## src/cer_cfg.svh

```systemverilog
// constants and function summary for the cache error recovery block
// Function
// - L1 tags and L2 copies use parity; a bad copy is fixed from the other.
// - a tag repair that leaves the fault is retried; a lasting fault ends fatal.
// - L2 tag uses SECDED; a correctable fault is rewritten silently.
// - mode bit picks fatal or urgent handling for an uncorrectable L2 tag fault.
// - weak detect 0 and handler flag 0 give an immediate async trap with status.
// - handler flag 1 holds the tag event pending until the flag drops.
// - weak detect 1 ignores the uncorrectable L2 tag fault where possible.
// - instruction L1 holds one parity bit per doubleword; a fetch fault refetches the line.
// - refill stores clean words with good parity, marked words with forced bad parity.
// - a bad-parity instruction that completes traps precisely and logs its mark id.
// - data L1 words use SECDED; correctable faults are fixed silently.
// - a marked word met on writeback goes into L2 unchanged, unreported.
// - a marked word hit by load or non-doubleword store traps and logs its id.
// - a raw word on writeback becomes marked with the identifier register; flag set.
// - a raw word hit by access forces writeback with marking and refill; flag set.
// - a repeated raw fault repeats the sequence until way reduction, then traps marked.
// - L2 words use SECDED; a correctable fill word is fixed, stored, flag set.
// - a correctable L2 read word is fixed in transfer and source, silently.
// - a marked word passes L2 paths unchanged without a report.
// - a raw fill word is marked with id zero and stored; fill flag set.
// - a raw L2 read word is marked with the identifier in copy and source, with id zero when a raw fill word comes in the same cycle.
`ifndef CER_CFG_SVH
`define CER_CFG_SVH
`define CER_MARK_CHK 8'hFF
`define CER_ID_ZERO 12'h000
`define CER_TAG_RETRY_MAX 4'hF
`define CER_TRY_ZERO 4'h0
`define CER_TRY_ONE 4'h1
`define CER_REP_NONE 2'h0
`endif

```

## src/cer_pkg.sv

```systemverilog
// types shared by the cache error recovery block
package cer_pkg;
    // outcome of a doubleword check
    typedef enum logic [3:0]
    {
        CER_OK = 4'h1,
        CER_CE = 4'h2,
        CER_MARKED = 4'h4,
        CER_RAW = 4'h8
    } cer_class_t;
    // path an L2 doubleword travels
    typedef enum logic [1:0]
    {
        CER_P_L1FILL = 2'h0,
        CER_P_COPYBACK = 2'h1,
        CER_P_WRITEBACK = 2'h2
    } cer_path_t;
    typedef enum logic [2:0]
    {
        CER_T_IDLE = 3'h1,
        CER_T_COPY = 3'h2,
        CER_T_FATAL = 3'h4
    } cer_tag_st_t;
endpackage

```

## src/cer_top.sv

```systemverilog
// cache error recovery: classify, correct, mark and report cache faults
`include "cer_cfg.svh"
module cer_top #(
    parameter int DW = 64,
    parameter int IDW = 12
)(
    input wire logic MCLK,
    input wire logic NRST,
    // mode and controls
    input wire logic INTERNAL_MODE_REGISTER,
    input wire logic WEAK_DETECT_CONTROL,
    input wire logic HANDLER_ACTIVE_FLAG,
    input wire logic [IDW-1:0] ERROR_IDENTIFIER_REGISTER,
    // l1 tag parity
    input wire logic L1_TAG_PERR,
    input wire logic L1_TAG_REPAIR_OK,
    output logic L1_TAG_COPY_REQ,
    // l2 tag ecc
    input wire logic L2_TAG_CE,
    input wire logic L2_TAG_UE,
    output logic L2_TAG_REWRITE,
    output logic FATAL_ERROR,
    output logic ASYNC_DATA_ERROR_TRAP,
    output logic URGENT_ERROR_STATUS,
    // instruction l1: refill word from l2 and fetch
    input wire logic I1_FILL_VALID,
    input wire cer_pkg::cer_class_t I1_FILL_CLASS,
    input wire logic [IDW-1:0] I1_FILL_ID,
    output logic I1_STORE_PARITY_BAD,
    input wire logic I1_FETCH_PERR,
    output logic I1_REFETCH_LINE,
    input wire logic I1_BAD_INSN_COMPLETE,
    input wire logic [IDW-1:0] I1_BAD_INSN_ID,
    output logic INSTR_ACCESS_ERROR_TRAP,
    output logic [IDW-1:0] INSTR_FAULT_STATUS,
    // data l1
    input wire logic D1_CHECK_VALID,
    input wire cer_pkg::cer_class_t D1_CLASS,
    input wire logic D1_IS_WRITEBACK,
    input wire logic D1_IS_DW_STORE,
    input wire logic D1_WAY_REDUCED,
    input wire logic [IDW-1:0] D1_MARK_ID,
    output logic D1_CORRECT,
    output logic D1_WB_MARK,
    output logic [IDW-1:0] D1_WB_MARK_ID,
    output logic D1_FORCE_WB_REFILL,
    output logic DATA_ACCESS_ERROR_TRAP,
    output logic [IDW-1:0] DATA_FAULT_STATUS,
    output logic D1_RAW_ERROR_FLAG,
    // unified l2 data
    input wire logic L2_FILL_VALID,
    input wire cer_pkg::cer_class_t L2_FILL_CLASS,
    input wire logic L2_READ_VALID,
    input wire cer_pkg::cer_class_t L2_READ_CLASS,
    input wire cer_pkg::cer_path_t L2_READ_PATH,
    output logic L2_FILL_CORRECT,
    output logic L2_FILL_MARK,
    output logic L2_READ_CORRECT_BOTH,
    output logic L2_READ_MARK_BOTH,
    output logic [IDW-1:0] L2_MARK_ID,
    output logic [7:0] MARK_CHECK_BITS,
    output logic INCOMING_CORRECTABLE_FLAG,
    output logic L2_FILL_RAW_ERROR_FLAG,
    output logic L2_INTERNAL_RAW_ERROR_FLAG
);
    import cer_pkg::*;

    // ==========================================================
    // l1 tag copy repair
    cer_tag_st_t tst_q, tst_d;
    logic [3:0] tries_q, tries_d;
    wire tag_give_up = (tries_q == `CER_TAG_RETRY_MAX);
    always_comb
    begin
        tst_d = tst_q;
        tries_d = tries_q;
        case (tst_q)
            CER_T_IDLE:
            begin
                if (L1_TAG_PERR)
                begin
                    tst_d = CER_T_COPY;
                    tries_d = `CER_TRY_ZERO;
                end
            end
            CER_T_COPY:
            begin
                if (L1_TAG_REPAIR_OK)
                    tst_d = CER_T_IDLE;
                else if (tag_give_up)
                    tst_d = CER_T_FATAL;
                else
                    tries_d = tries_q + `CER_TRY_ONE;
            end
            CER_T_FATAL: tst_d = CER_T_FATAL;
            default: tst_d = CER_T_IDLE;
        endcase
    end
    always_ff @(posedge MCLK or negedge NRST)
    begin
        if (!NRST)
        begin
            tst_q <= CER_T_IDLE;
            tries_q <= `CER_TRY_ZERO;
        end
        else
        begin
            tst_q <= tst_d;
            tries_q <= tries_d;
        end
    end
    assign L1_TAG_COPY_REQ = (tst_q == CER_T_COPY);

    // ==========================================================
    // l2 tag ecc and urgent event
    wire tag_ue_fatal = L2_TAG_UE && INTERNAL_MODE_REGISTER;
    // weak detect ignores the fault in urgent mode only; the event path stays quiet
    wire tag_ue_event = L2_TAG_UE && !INTERNAL_MODE_REGISTER
        && !WEAK_DETECT_CONTROL;
    logic pend_q, fatal_q, trap_q, ugst_q;
    wire fire = (tag_ue_event || pend_q) && !HANDLER_ACTIVE_FLAG;
    always_ff @(posedge MCLK or negedge NRST)
    begin
        if (!NRST)
        begin
            pend_q <= 1'b0;
            fatal_q <= 1'b0;
            trap_q <= 1'b0;
            ugst_q <= 1'b0;
        end
        else
        begin
            pend_q <= (pend_q || tag_ue_event) && HANDLER_ACTIVE_FLAG;
            fatal_q <= fatal_q || tag_ue_fatal || (tst_q == CER_T_FATAL);
            trap_q <= fire;
            ugst_q <= ugst_q || fire;
        end
    end
    assign L2_TAG_REWRITE = L2_TAG_CE && !L2_TAG_UE;
    assign FATAL_ERROR = fatal_q;
    assign ASYNC_DATA_ERROR_TRAP = trap_q;
    assign URGENT_ERROR_STATUS = ugst_q;

    // ==========================================================
    // instruction l1 data
    assign I1_STORE_PARITY_BAD = I1_FILL_VALID && (I1_FILL_CLASS == CER_MARKED);
    assign I1_REFETCH_LINE = I1_FETCH_PERR;
    logic itrap_q;
    logic [IDW-1:0] isfs_q;
    always_ff @(posedge MCLK or negedge NRST)
    begin
        if (!NRST)
        begin
            itrap_q <= 1'b0;
            isfs_q <= `CER_ID_ZERO;
        end
        else
        begin
            // squashed bad fetches never raise complete, so they vanish
            itrap_q <= I1_BAD_INSN_COMPLETE;
            if (I1_BAD_INSN_COMPLETE)
                isfs_q <= I1_BAD_INSN_ID;
        end
    end
    assign INSTR_ACCESS_ERROR_TRAP = itrap_q;
    assign INSTR_FAULT_STATUS = isfs_q;

    // ==========================================================
    // data l1 data
    wire d_raw = D1_CHECK_VALID && (D1_CLASS == CER_RAW);
    wire d_mk = D1_CHECK_VALID && (D1_CLASS == CER_MARKED);
    wire d_raw_wb = d_raw && D1_IS_WRITEBACK;
    // after way reduction a raw hit is handled as marked
    wire d_raw_acc = d_raw && !D1_IS_WRITEBACK && !D1_WAY_REDUCED;
    wire d_mk_acc = (d_mk || (d_raw && D1_WAY_REDUCED)) && !D1_IS_WRITEBACK
        && !D1_IS_DW_STORE;
    logic dtrap_q, d1f_q;
    logic [IDW-1:0] dsfs_q;
    always_ff @(posedge MCLK or negedge NRST)
    begin
        if (!NRST)
        begin
            dtrap_q <= 1'b0;
            dsfs_q <= `CER_ID_ZERO;
            d1f_q <= 1'b0;
        end
        else
        begin
            dtrap_q <= d_mk_acc;
            if (d_mk_acc)
                dsfs_q <= D1_WAY_REDUCED && d_raw ? ERROR_IDENTIFIER_REGISTER : D1_MARK_ID;
            d1f_q <= d_raw_wb || d_raw_acc;
        end
    end
    assign D1_CORRECT = D1_CHECK_VALID && (D1_CLASS == CER_CE);
    assign D1_WB_MARK = d_raw_wb;
    assign D1_WB_MARK_ID = ERROR_IDENTIFIER_REGISTER;
    assign D1_FORCE_WB_REFILL = d_raw_acc;
    assign DATA_ACCESS_ERROR_TRAP = dtrap_q;
    assign DATA_FAULT_STATUS = dsfs_q;
    assign D1_RAW_ERROR_FLAG = d1f_q;

    // ==========================================================
    // unified l2 data
    wire f_ce = L2_FILL_VALID && (L2_FILL_CLASS == CER_CE);
    wire f_raw = L2_FILL_VALID && (L2_FILL_CLASS == CER_RAW);
    wire r_ce = L2_READ_VALID && (L2_READ_CLASS == CER_CE);
    wire r_raw = L2_READ_VALID && (L2_READ_CLASS == CER_RAW);
    logic icf_q, lff_q, lif_q;
    always_ff @(posedge MCLK or negedge NRST)
    begin
        if (!NRST)
        begin
            icf_q <= 1'b0;
            lff_q <= 1'b0;
            lif_q <= 1'b0;
        end
        else
        begin
            icf_q <= f_ce;
            lff_q <= f_raw;
            lif_q <= r_raw && (L2_READ_PATH == CER_P_WRITEBACK);
        end
    end
    // marked words are neither corrected nor flagged anywhere in l2
    assign L2_FILL_CORRECT = f_ce;
    assign L2_FILL_MARK = f_raw;
    assign L2_READ_CORRECT_BOTH = r_ce;
    assign L2_READ_MARK_BOTH = r_raw;
    assign L2_MARK_ID = f_raw ? `CER_ID_ZERO : ERROR_IDENTIFIER_REGISTER;
    // all-ones check field is no valid double-bit syndrome of the code
    assign MARK_CHECK_BITS = `CER_MARK_CHK;
    assign INCOMING_CORRECTABLE_FLAG = icf_q;
    assign L2_FILL_RAW_ERROR_FLAG = lff_q;
    assign L2_INTERNAL_RAW_ERROR_FLAG = lif_q;

    // ==========================================================
    // checks
    property p_tag_retry;
        @(posedge MCLK) disable iff (!NRST)
        (tst_q == CER_T_COPY) && !L1_TAG_REPAIR_OK && !tag_give_up |=> L1_TAG_COPY_REQ;
    endproperty
    a_tag_retry: assert property (p_tag_retry) else $error("tag copy not repeated");
    property p_trap_now;
        @(posedge MCLK) disable iff (!NRST)
        tag_ue_event && !HANDLER_ACTIVE_FLAG |=> ASYNC_DATA_ERROR_TRAP && URGENT_ERROR_STATUS;
    endproperty
    a_trap_now: assert property (p_trap_now) else $error("urgent trap missing");
    property p_pending;
        @(posedge MCLK) disable iff (!NRST)
        pend_q && $fell(HANDLER_ACTIVE_FLAG) |=> ASYNC_DATA_ERROR_TRAP;
    endproperty
    a_pending: assert property (p_pending) else $error("pending event lost");
    property p_weak;
        @(posedge MCLK) disable iff (!NRST)
        WEAK_DETECT_CONTROL && L2_TAG_UE && !pend_q && !HANDLER_ACTIVE_FLAG
            |=> !ASYNC_DATA_ERROR_TRAP;
    endproperty
    a_weak: assert property (p_weak) else $error("weak detect not ignoring");
    property p_itrap;
        @(posedge MCLK) disable iff (!NRST)
        I1_BAD_INSN_COMPLETE |=> INSTR_ACCESS_ERROR_TRAP
            && INSTR_FAULT_STATUS == $past(I1_BAD_INSN_ID);
    endproperty
    a_itrap: assert property (p_itrap) else $error("instruction trap wrong");
    property p_d1flag;
        @(posedge MCLK) disable iff (!NRST)
        D1_WB_MARK |=> D1_RAW_ERROR_FLAG;
    endproperty
    a_d1flag: assert property (p_d1flag) else $error("d1 raw flag missing");
    property p_fillid;
        @(posedge MCLK) disable iff (!NRST)
        L2_FILL_MARK |-> L2_MARK_ID == `CER_ID_ZERO ##1 L2_FILL_RAW_ERROR_FLAG;
    endproperty
    a_fillid: assert property (p_fillid) else $error("fill mark id wrong");
    property p_insd;
        @(posedge MCLK) disable iff (!NRST)
        L2_INTERNAL_RAW_ERROR_FLAG |-> $past(r_raw) && $past(L2_READ_PATH) == CER_P_WRITEBACK;
    endproperty
    a_insd: assert property (p_insd) else $error("internal raw flag off path");
    property p_fatal_mode;
        @(posedge MCLK) disable iff (!NRST)
        L2_TAG_UE && INTERNAL_MODE_REGISTER |=> FATAL_ERROR;
    endproperty
    a_fatal_mode: assert property (p_fatal_mode) else $error("fatal mode not taken");
    property p_tag_fatal;
        @(posedge MCLK) disable iff (!NRST)
        (tst_q == CER_T_COPY) && !L1_TAG_REPAIR_OK && tag_give_up |=> ##1 FATAL_ERROR;
    endproperty
    a_tag_fatal: assert property (p_tag_fatal) else $error("tag fault not fatal");
    property p_d1_refill;
        @(posedge MCLK) disable iff (!NRST)
        D1_CHECK_VALID && D1_CLASS == CER_RAW && !D1_IS_WRITEBACK && !D1_WAY_REDUCED
            |-> D1_FORCE_WB_REFILL ##1 D1_RAW_ERROR_FLAG;
    endproperty
    a_d1_refill: assert property (p_d1_refill) else $error("raw hit not refilled");
    property p_dtrap;
        @(posedge MCLK) disable iff (!NRST)
        D1_CHECK_VALID && D1_CLASS == CER_MARKED && !D1_IS_WRITEBACK && !D1_IS_DW_STORE
            |=> DATA_ACCESS_ERROR_TRAP && DATA_FAULT_STATUS == $past(D1_MARK_ID);
    endproperty
    a_dtrap: assert property (p_dtrap) else $error("marked data trap wrong");
    property p_incoming;
        @(posedge MCLK) disable iff (!NRST)
        L2_FILL_VALID && L2_FILL_CLASS == CER_CE
            |-> L2_FILL_CORRECT ##1 INCOMING_CORRECTABLE_FLAG;
    endproperty
    a_incoming: assert property (p_incoming) else $error("incoming fix not flagged");
endmodule

```

## config.mk

```make
export PLATFORM = sky130hd
export DESIGN_NAME = cer_top
export DESIGN_NICKNAME = d
export VERILOG_FILES = /design/src/cer_pkg.sv /design/src/cer_top.sv
export VERILOG_INCLUDE_DIRS = /design/src
export SDC_FILE = /design/constraint.sdc
export NUM_CORES = 1
export LEC_CHECK = 0
export BUFFER_PORTS_ARGS = -buffer_cell sky130_fd_sc_hd__buf_2
export CORE_MARGIN = 1
export CORE_UTILIZATION = 43
export DETAILED_ROUTE_END_ITERATION = 8
export GPL_ROUTABILITY_DRIVEN = 0
export PLACE_DENSITY = 0.85
export SETUP_SLACK_MARGIN = 0.2
export SYNTH_ARGS = -nofsm -noshare
export SYNTH_HDL_FRONTEND = slang
export SYNTH_SLANG_ARGS = --single-unit
```

## constraint.sdc

```tcl
create_clock -name MCLK -period 4.65 [get_ports MCLK]
set_input_delay 0.2325 -clock MCLK [delete_from_list [all_inputs] [get_ports MCLK]]
set_output_delay 0.2325 -clock MCLK [all_outputs]
set_load 0.01 [all_outputs]
```

==> impl_summary.txt, run 1 <==
----------------------------------------------------
[Logic synthesis]
  Compound-cell area share of the yosys netlist ... 0.120
  Biggest area consumer among synthesized cells ... sky130_fd_sc_hd__dfrtp_1
  Total of flip-flops plus latches after synthesis ... 41
  Dominant combinational cell family by area after synthesis ... simple AND/OR/NAND/NOR gates
  Area share of the largest cell type after synthesis ... 0.469
  Yosys warning count ... 0
  Proportion of synthesized chip area in sequential cells ... 0.481
  Cell types occupying the most area after synthesis ... sky130_fd_sc_hd__dfrtp_1 47%, sky130_fd_sc_hd__buf_4 7.4%, sky130_fd_sc_hd__mux2_2 6.3%
  Fraction of synthesized area in multiplexers ... 0.0680
  Distinct cell type count of the synthesized netlist ... 39
  Adder-Cell Fraction of Synth Area ... 0.00586
  Post-synthesis instance area ... 0.00213 mm²
  Average instance area after synthesis ... 10.2 µm²
  Xor/xnor cell area share of the yosys netlist ... 0
  Simple-gate area share of the yosys netlist ... 0.200
  Number of cells produced by synthesis ... 210

[Final layout]
  Number of nets in the finished design ... 416
  Ratio of cells with drive above 1 in the final layout ... 0.488
  Layout overhead on the synthesized area ... 32.0%
  Number of diodes ... 0
  Core utilization of the finished layout ... 0.593

[Die]
  Standard cell core area ... 0.00475 mm²
  Floorplan row count ... 25
  Io pins ... 160
  Vertical extent of the die ... 72.5 µm
  Die Area ... 0.00525 mm²
  Effective utilization at floorplan ... 0.449
  Horiz. Die Dim ... 72.5 µm

[Pwr]
  Static leakage ... between 0.001 and 0.0015 µW
  Power density of the placed cells ... 303 mW/mm²
  Worst-case vdd ir drop ... about 0.00014 V
  Post-layout power ... 854 µW

[Timing]
  RSZ-0062 raised after global routing ... no
  Clock tree skew after final layout ... roughly 0.0054 ns
  Transition time at the pin with the least slew margin ... 1.07 ns
  Final setup violating endpoints ... 0
  Count of endpoints failing hold in the final timing report ... 0
  Shortest period the worst path allows ... 1.95 ns
  Period Utilization, post-route ... 0.420
  Worst slew margin relative to its limit ... 0.285
  Max Clk Rate ... 512 MHz
  Number of max-slew violations in the final report ... 0
  Setup TNS Final ... 0 ns

[GRT]
  Global route overflow ... 0
  Number of antenna violations at the first check in global routing ... 0
  Global router's overall resource usage ... 0.200
  Maximum number of pins on one net before global-route repair ... 42
  Via count of the first global-routing pass ... approximately 1.8k
  First-pass GRT wire length ... approximately 8000 µm

[Run status]
  Status ... completed

[Setup path]
  Highest fanout seen on the critical path ... 15
  Critical path capture point type ... flop
  Critical path class ... input port to flop
  Sequence of cells on the critical path ... buf_2 > nor3b_2 > o211ai_1 > a32oi_1
  Worst path top cell family by delay ... compound AO/OA/AOI/OAI gates
  CP Buf/Inv Count ... 1
  Crit path arrival time ... 2.14 ns
  Data required time of the worst path ... 4.84 ns
  Cell type of the slowest stage on the worst timing path ... sky130_fd_sc_hd__nor3b_2
  Worst path max stage delay ... 0.78 ns
  Startpoint types ... input port

[Clock network]
  Clock latency on the worst-skew pair ... 0.29 ns
  Post-cts gate resize count ... 0
  CTS clk-pin slew, worst paths ... 0.08 ns
  Number of buffers added by the clock tree synthesis step ... 5
  Buffer count from post-CTS setup fixing ... 0
  Number of sinks driven by the clock tree ... 41
  Maximum root-to-sink buffer count ... 2
  H-Tree Level Count ... 2
  Library cell used as clock root buffer ... sky130_fd_sc_hd__clkbuf_8
  CTS tree ... yes
  Post-CTS Hold Buffers ... 0

[Detailed routing]
  First-iteration detailed-routing DRC count ... 60
  DRT Wirelength ... 5320 µm
  Number of detailed-route iterations in the first pass ... 4
  Average wire per cell in the routed design ... ~13 µm
  Residual DRC count ... 0
  Total via count in the routed design ... 1,960
  Final ANT Viol Nets ... 0
  Average via count per standard cell ... 4.91

[Min path]
  Path type of the worst min-delay path ... input port to async pin

[Job]
  Max capacitance violation total ... 0

[Place]
  Placed wire-length estimate after detailed placement ... 3900 µm
  Count of input and output buffers ... 137

----------------------------------------------------
cell usage after synthesis (all sizes together):
| cell type | n |
|---|---|
| nor2 | 9 |
| nor3 | 1 |
| o21ai | 16 |
| nand2b | 3 |
| o31ai | 1 |
| ha | 1 |
| nand3 | 16 |
| or3 | 2 |
| dfstp | 1 |
| a21oi | 3 |
| nor3b | 5 |
| o21bai | 1 |
| nor4 | 1 |
| nand4b | 2 |
| mux2 | 12 |
| inv | 17 |
| buf | 23 |
| and3b | 1 |
| or4b | 1 |
| and3 | 1 |
| and4b | 2 |
| nor4b | 1 |
| or4bb | 1 |
| nand3b | 3 |
| nor2b | 3 |
| clkbuf | 7 |
| a221o | 1 |
| o211ai | 3 |
| and2 | 13 |
| mux2i | 1 |
| a32oi | 12 |
| dfrtp | 40 |
| nand2 | 5 |
| conb | 1 |
worst paths after layout:
kind / endpoint / start / slack, ns / cells after the start
max in group asynchronous: INSTR_FAULT_STATUS[10]$_DFFE_PN0P_ / NRST / 4.00 / 1
worst min-delay path: DATA_FAULT_STATUS[10]$_DFFE_PN0P_ / NRST / 0.08 / 1
worst max-delay path: DATA_FAULT_STATUS[7]$_DFFE_PN0P_ / D1_CLASS[1] / 2.70 / 4
worst min register to register: FATAL_ERROR$_DFF_PN0_ / FATAL_ERROR$_DFF_PN0_ / 0.49 / 1
min in group MCLK: L2_INTERNAL_RAW_ERROR_FLAG$_DFF_PN0_ / L2_READ_PATH[0] / 0.08 / 2
worst max register to register: tries_q[3]$_DFFE_PN0P_ / tst_q[2]$_DFFE_PN0P_ / 3.06 / 3
registers in the layout (all words and copies together), names as in the netlist, 3 cells and up:
register            flops
tries_q                 4
DATA_FAULT_STATUS      12
tst_q                   3
INSTR_FAULT_STATUS     12
layer usage:
layer / track usage / vias to the layer above / wire (µm)
met3: 0.0556 / 5 / 404
met4: 0.0697 / 0 / 45
met1: 0.236 / 908 / 2210
met5: 0 / - / 0
li1: - / 951 / -
met2: 0.349 / 96 / 2660
cell families (layout without fill, tap and decap cells):
| group | Yosys count | in the layout |
|---|---|---|
| and+or+nand+nor | 70 | 70 |
| adders and majority gates | 1 | 1 |
| other | 1 | 8 |
| muxes | 13 | 13 |
| buffers and inverters | 47 | 162 |
| DFF | 41 | 41 |
| AOI/OAI and AO/OA | 37 | 37 |
stage by stage:
stage | cell area, µm² | worst slack [ns] | hold WS, ns | instances
finish | 2820 | 2.70 | 0.0815 | 399
global route | 2820 | 2.50 | 0.0720 | 399
CTS | 2820 | 2.67 | 0.0736 | 399
detailed placement | 2730 | 2.33 | 0.393 | 391
global placement | 2730 | 2.43 | 0.388 | 391
floorplan | 2160 | 3.15 | -0.0631 | 217
report_power, final:
part,internal (µW),total [µW],switching [µW],leakage (µW)
Clock,104,227,124,0.0000439
Combinational,94.6,198,104,0.000952
Sequential,400,428,28.4,0.000481
Total,598,854,256,0.00148
cell usage in the layout (no fill, tap or decap):
cell type                    Yosys  layout
sky130_fd_sc_hd__buf_2           0     137
sky130_fd_sc_hd__dfrtp_1        40      40
sky130_fd_sc_hd__inv_1          17      17
sky130_fd_sc_hd__nand3_1        16      16
sky130_fd_sc_hd__o21ai_0        15      15
sky130_fd_sc_hd__and2_1         13      13
sky130_fd_sc_hd__mux2_2         12      12
sky130_fd_sc_hd__a32oi_1        12      12
sky130_fd_sc_hd__nor2_1          9       9
sky130_fd_sc_hd__conb_1          1       8
sky130_fd_sc_hd__nand2_1         5       5
sky130_fd_sc_hd__clkbuf_8        0       5
sky130_fd_sc_hd__nor3b_1         4       4
sky130_fd_sc_hd__nor2b_1         3       3
sky130_fd_sc_hd__nand3b_1        3       3
sky130_fd_sc_hd__a21oi_1         3       3
sky130_fd_sc_hd__nand2b_1        3       3
sky130_fd_sc_hd__nand4b_1        2       2
sky130_fd_sc_hd__o211ai_1        2       2
sky130_fd_sc_hd__and4b_1         2       2
sky130_fd_sc_hd__or3_1           2       2
sky130_fd_sc_hd__clkinv_2        0       2
sky130_fd_sc_hd__a221o_1         1       1
sky130_fd_sc_hd__o21bai_1        1       1
sky130_fd_sc_hd__nor4_1          1       1
sky130_fd_sc_hd__nor3b_2         1       1
sky130_fd_sc_hd__nor3_1          1       1
sky130_fd_sc_hd__and3b_1         1       1
sky130_fd_sc_hd__and3_1          1       1
sky130_fd_sc_hd__or4b_4          1       1
sky130_fd_sc_hd__or4bb_1         1       1
sky130_fd_sc_hd__o21ai_2         1       1
sky130_fd_sc_hd__o211ai_2        1       1
sky130_fd_sc_hd__nor4b_1         1       1
sky130_fd_sc_hd__mux2i_1         1       1
sky130_fd_sc_hd__o31ai_1         1       1
sky130_fd_sc_hd__ha_1            1       1
sky130_fd_sc_hd__clkinvlp_4      0       1
sky130_fd_sc_hd__dfstp_2         1       1
layout make-up:
type / instances / area, µm²
tap: 67 / 83.8
clock buffer: 5 / 68.8
multi-input combinational: 129 / 871
timing repair buffer: 137 / 686
fill: 464 / 1940
inverter: 17 / 63.8
clock inverter: 3 / 17.5
sequential: 41 / 1030
(Power assumes the default switching activity.)
==> run 2: changes to the inputs <==
- CORE_UTILIZATION: 43 -> 40
- PLACE_DENSITY: 0.85 -> 0.8
- clock period: 4.65 -> 1.9 ns (I/O delays scaled with it)
==> impl_summary.txt, run 2 (synthesis results as in run 1) <==
----------------------------------------------------
[Setup path]
  CP Buf/Inv Count ... 0 (was 1)
  Crit path arrival time ... 1.81 ns (was 2.14 ns)
  Cell type of the slowest stage on the worst timing path ... sky130_fd_sc_hd__or4b_4 (was sky130_fd_sc_hd__nor3b_2)
  Worst path top cell family by delay ... simple AND/OR/NAND/NOR gates (was compound AO/OA/AOI/OAI gates)
  Worst path max stage delay ... 0.59 ns (was 0.78 ns)
  Critical path class ... flop to flop (was input port to flop)
  Critical path capture point type ... flop (unchanged)
  Startpoint types ... flop (was input port)
  Highest fanout seen on the critical path ... 9 (was 15)
  Data required time of the worst path ... 2.12 ns (was 4.84 ns)
  Internal reg-to-reg setup slack ... 0.31 ns (was 3.06 ns)
  Sequence of cells on the critical path ... or4b_4 > or3_1 > o211ai_2 (was buf_2 > nor3b_2 > o211ai_1 > a32oi_1)

[Detailed routing]
  Average wire per cell in the routed design ... 12.3 µm (was 13.3 µm)
  Total via count in the routed design ... 2,002 (was 1,960)
  DRT Wirelength ... 5050 µm (was 5320 µm)
  Number of detailed-route iterations in the first pass ... 5 (was 4)
  Final ANT Viol Nets ... 0 (unchanged)
  Average via count per standard cell ... 4.89 (was 4.91)
  First-iteration detailed-routing DRC count ... 86 (was 60)
  Residual DRC count ... 0 (unchanged)

[Min path]
  Path type of the worst min-delay path ... input port to flop (was input port to async pin)

[Timing]
  RSZ-0062 raised after global routing ... no (unchanged)
  Shortest period the worst path allows ... 1.59 ns
  Final setup violating endpoints ... 0 (unchanged)
  Setup TNS Final ... 0 ns (unchanged)
  Worst slew margin relative to its limit ... 0.599 (was 0.285)
  Max Clk Rate ... 628 MHz
  Transition time at the pin with the least slew margin ... 0.592 ns (was 1.07 ns)
  Clock tree skew after final layout ... 0.000871 ns (was 0.00545 ns)
  Worst hold margin ... 0.0173 ns (was 0.0815 ns)
  Period Utilization, post-route ... 0.838
  Count of endpoints failing hold in the final timing report ... 0 (unchanged)
  Number of max-slew violations in the final report ... 0 (unchanged)

[Clock network]
  H-Tree Level Count ... 2 (unchanged)
  Number of sinks driven by the clock tree ... 41 (unchanged)
  Buffer count from post-CTS setup fixing ... 0 (unchanged)
  Maximum root-to-sink buffer count ... 2 (unchanged)
  Number of buffers added by the clock tree synthesis step ... 5 (unchanged)
  Clock latency on the worst-skew pair ... 0.28 ns (was 0.29 ns)
  CTS tree ... yes (unchanged)
  Library cell used as clock root buffer ... sky130_fd_sc_hd__clkbuf_8 (unchanged)
  CTS clk-pin slew, worst paths ... 0.08 ns (about the same)

[Place]
  Total instance count after detailed placement ... 398 (was 391)
  Count of input and output buffers ... 137 (unchanged)
  Placed wire-length estimate after detailed placement ... 3820 µm (was 3900 µm)

[Job]
  Max capacitance violation total ... 0 (unchanged)

[GRT]
  Number of antenna violations at the first check in global routing ... 0 (unchanged)
  Global route overflow ... 0 (unchanged)
  First-pass GRT wire length ... 7600 µm (was 7980 µm)
  Via count of the first global-routing pass ... 1,758 (was 1,764)
  Maximum number of pins on one net before global-route repair ... 42 (unchanged)
  Global router's overall resource usage ... 0.177 (was 0.200)

[Final layout]
  Number of nets in the finished design ... 423 (was 416)
  Core utilization of the finished layout ... 0.567 (was 0.593)
  Post-route non-filler standard cell count ... 409 (was 399)
  Commonest cells after routing, fill and taps aside ... 137 x sky130_fd_sc_hd__buf_2, 40 x sky130_fd_sc_hd__dfrtp_1, 17 x sky130_fd_sc_hd__inv_1 (unchanged)
  Ratio of cells with drive above 1 in the final layout ... 0.490 (was 0.488)
  Number of diodes ... 0 (unchanged)
  Layout overhead on the synthesized area ... 35.6% (was 32.0%)
  Most common library cell in the layout ignoring fill and taps ... sky130_fd_sc_hd__buf_2 (unchanged)

[Die]
  Floorplan row count ... 26 (was 25)
  Die Area ... 0.00563 mm² (was 0.00525 mm²)
  Horiz. Die Dim ... 75.1 µm (was 72.5 µm)
  Effective utilization at floorplan ... 0.418 (was 0.449)
  Standard cell core area ... 0.00511 mm² (was 0.00475 mm²)
  Vertical extent of the die ... 75.1 µm (was 72.5 µm)
  Io pins ... 160 (unchanged)

[Run status]
  Status ... completed (unchanged)

[Pwr]
  Worst-case vdd ir drop ... 0.000296 V (was 0.000145 V)
  Power density of the placed cells ... 724 mW/mm² (was 303 mW/mm²)
  Static leakage ... 0.00151 µW (was 0.00148 µW)

----------------------------------------------------
-- run 2: final timing paths --
kind / startpoint / to / cells past startpoint
setup / recovery: tst_q[2]$_DFFE_PN0P_ / tries_q[3]$_DFFE_PN0P_ / 3
hold / removal: D1_WAY_REDUCED / D1_RAW_ERROR_FLAG$_DFF_PN0_ / 2
setup reg to reg: tst_q[2]$_DFFE_PN0P_ / tries_q[3]$_DFFE_PN0P_ / 3
hold reg to reg: URGENT_ERROR_STATUS$_DFF_PN0_ / URGENT_ERROR_STATUS$_DFF_PN0_ / 1
max in group asynchronous: NRST / tst_q[0]$_DFFE_PN1P_ / 3
min in group asynchronous: NRST / INSTR_FAULT_STATUS[1]$_DFFE_PN0P_ / 3
-- run 2: cell type report --
| class | count | area, µm² |
|---|---|---|
| inverters | 17 | 63.8 |
| clock inverters | 3 | 17.5 |
| well taps | 70 | 87.6 |
| repair buffers | 144 | 758 |
| clock buffers | 5 | 68.8 |
| multi-input cells | 129 | 871 |
| fillers | 476 | 2210 |
| flip-flops and latches | 41 | 1030 |
-- run 2: timing repair --
item                      CTS  global route
gates resized for setup     0             0
hold endpoints to repair   42             0
hold buffers                3             0
-- run 2: stage by stage --
stage | setup WS (ns) | instance area, µm² | total power, µW
after global routing | 0.253 | 2890 | 2230
after CTS | 0.309 | 2890 | 2120
final | 0.308 | 2890 | 2100
after global placement | 0.360 | 2780 | 1540
after detailed placement | 0.332 | 2780 | 1560
after floorplan | 0.398 | 2160 | 1340
-- run 2: routing by layer --
metal | vias up | global-route usage | part of all wire
li1 | 967 | - | -
met1 | 937 | 0.205 | 0.42
met2 | 96 | 0.319 | 0.50
met3 | 2 | 0.0428 | 0.073
met4 | 0 | 0.0566 | 0.0067
met5 | - | 0 | 0
-- run 2: worst reg2reg max path, stage by stage, from the launching register on --
cell                       delay (ns)
sky130_fd_sc_hd__dfrtp_1         0.46
sky130_fd_sc_hd__or4b_4          0.60
sky130_fd_sc_hd__or3_1           0.38
sky130_fd_sc_hd__o211ai_2        0.08
-- run 2: power breakdown --
part | switching, µW | internal (µW) | total, µW
clock network | 298 | 254 | 552
logic | 255 | 243 | 498
registers | 67.3 | 978 | 1050
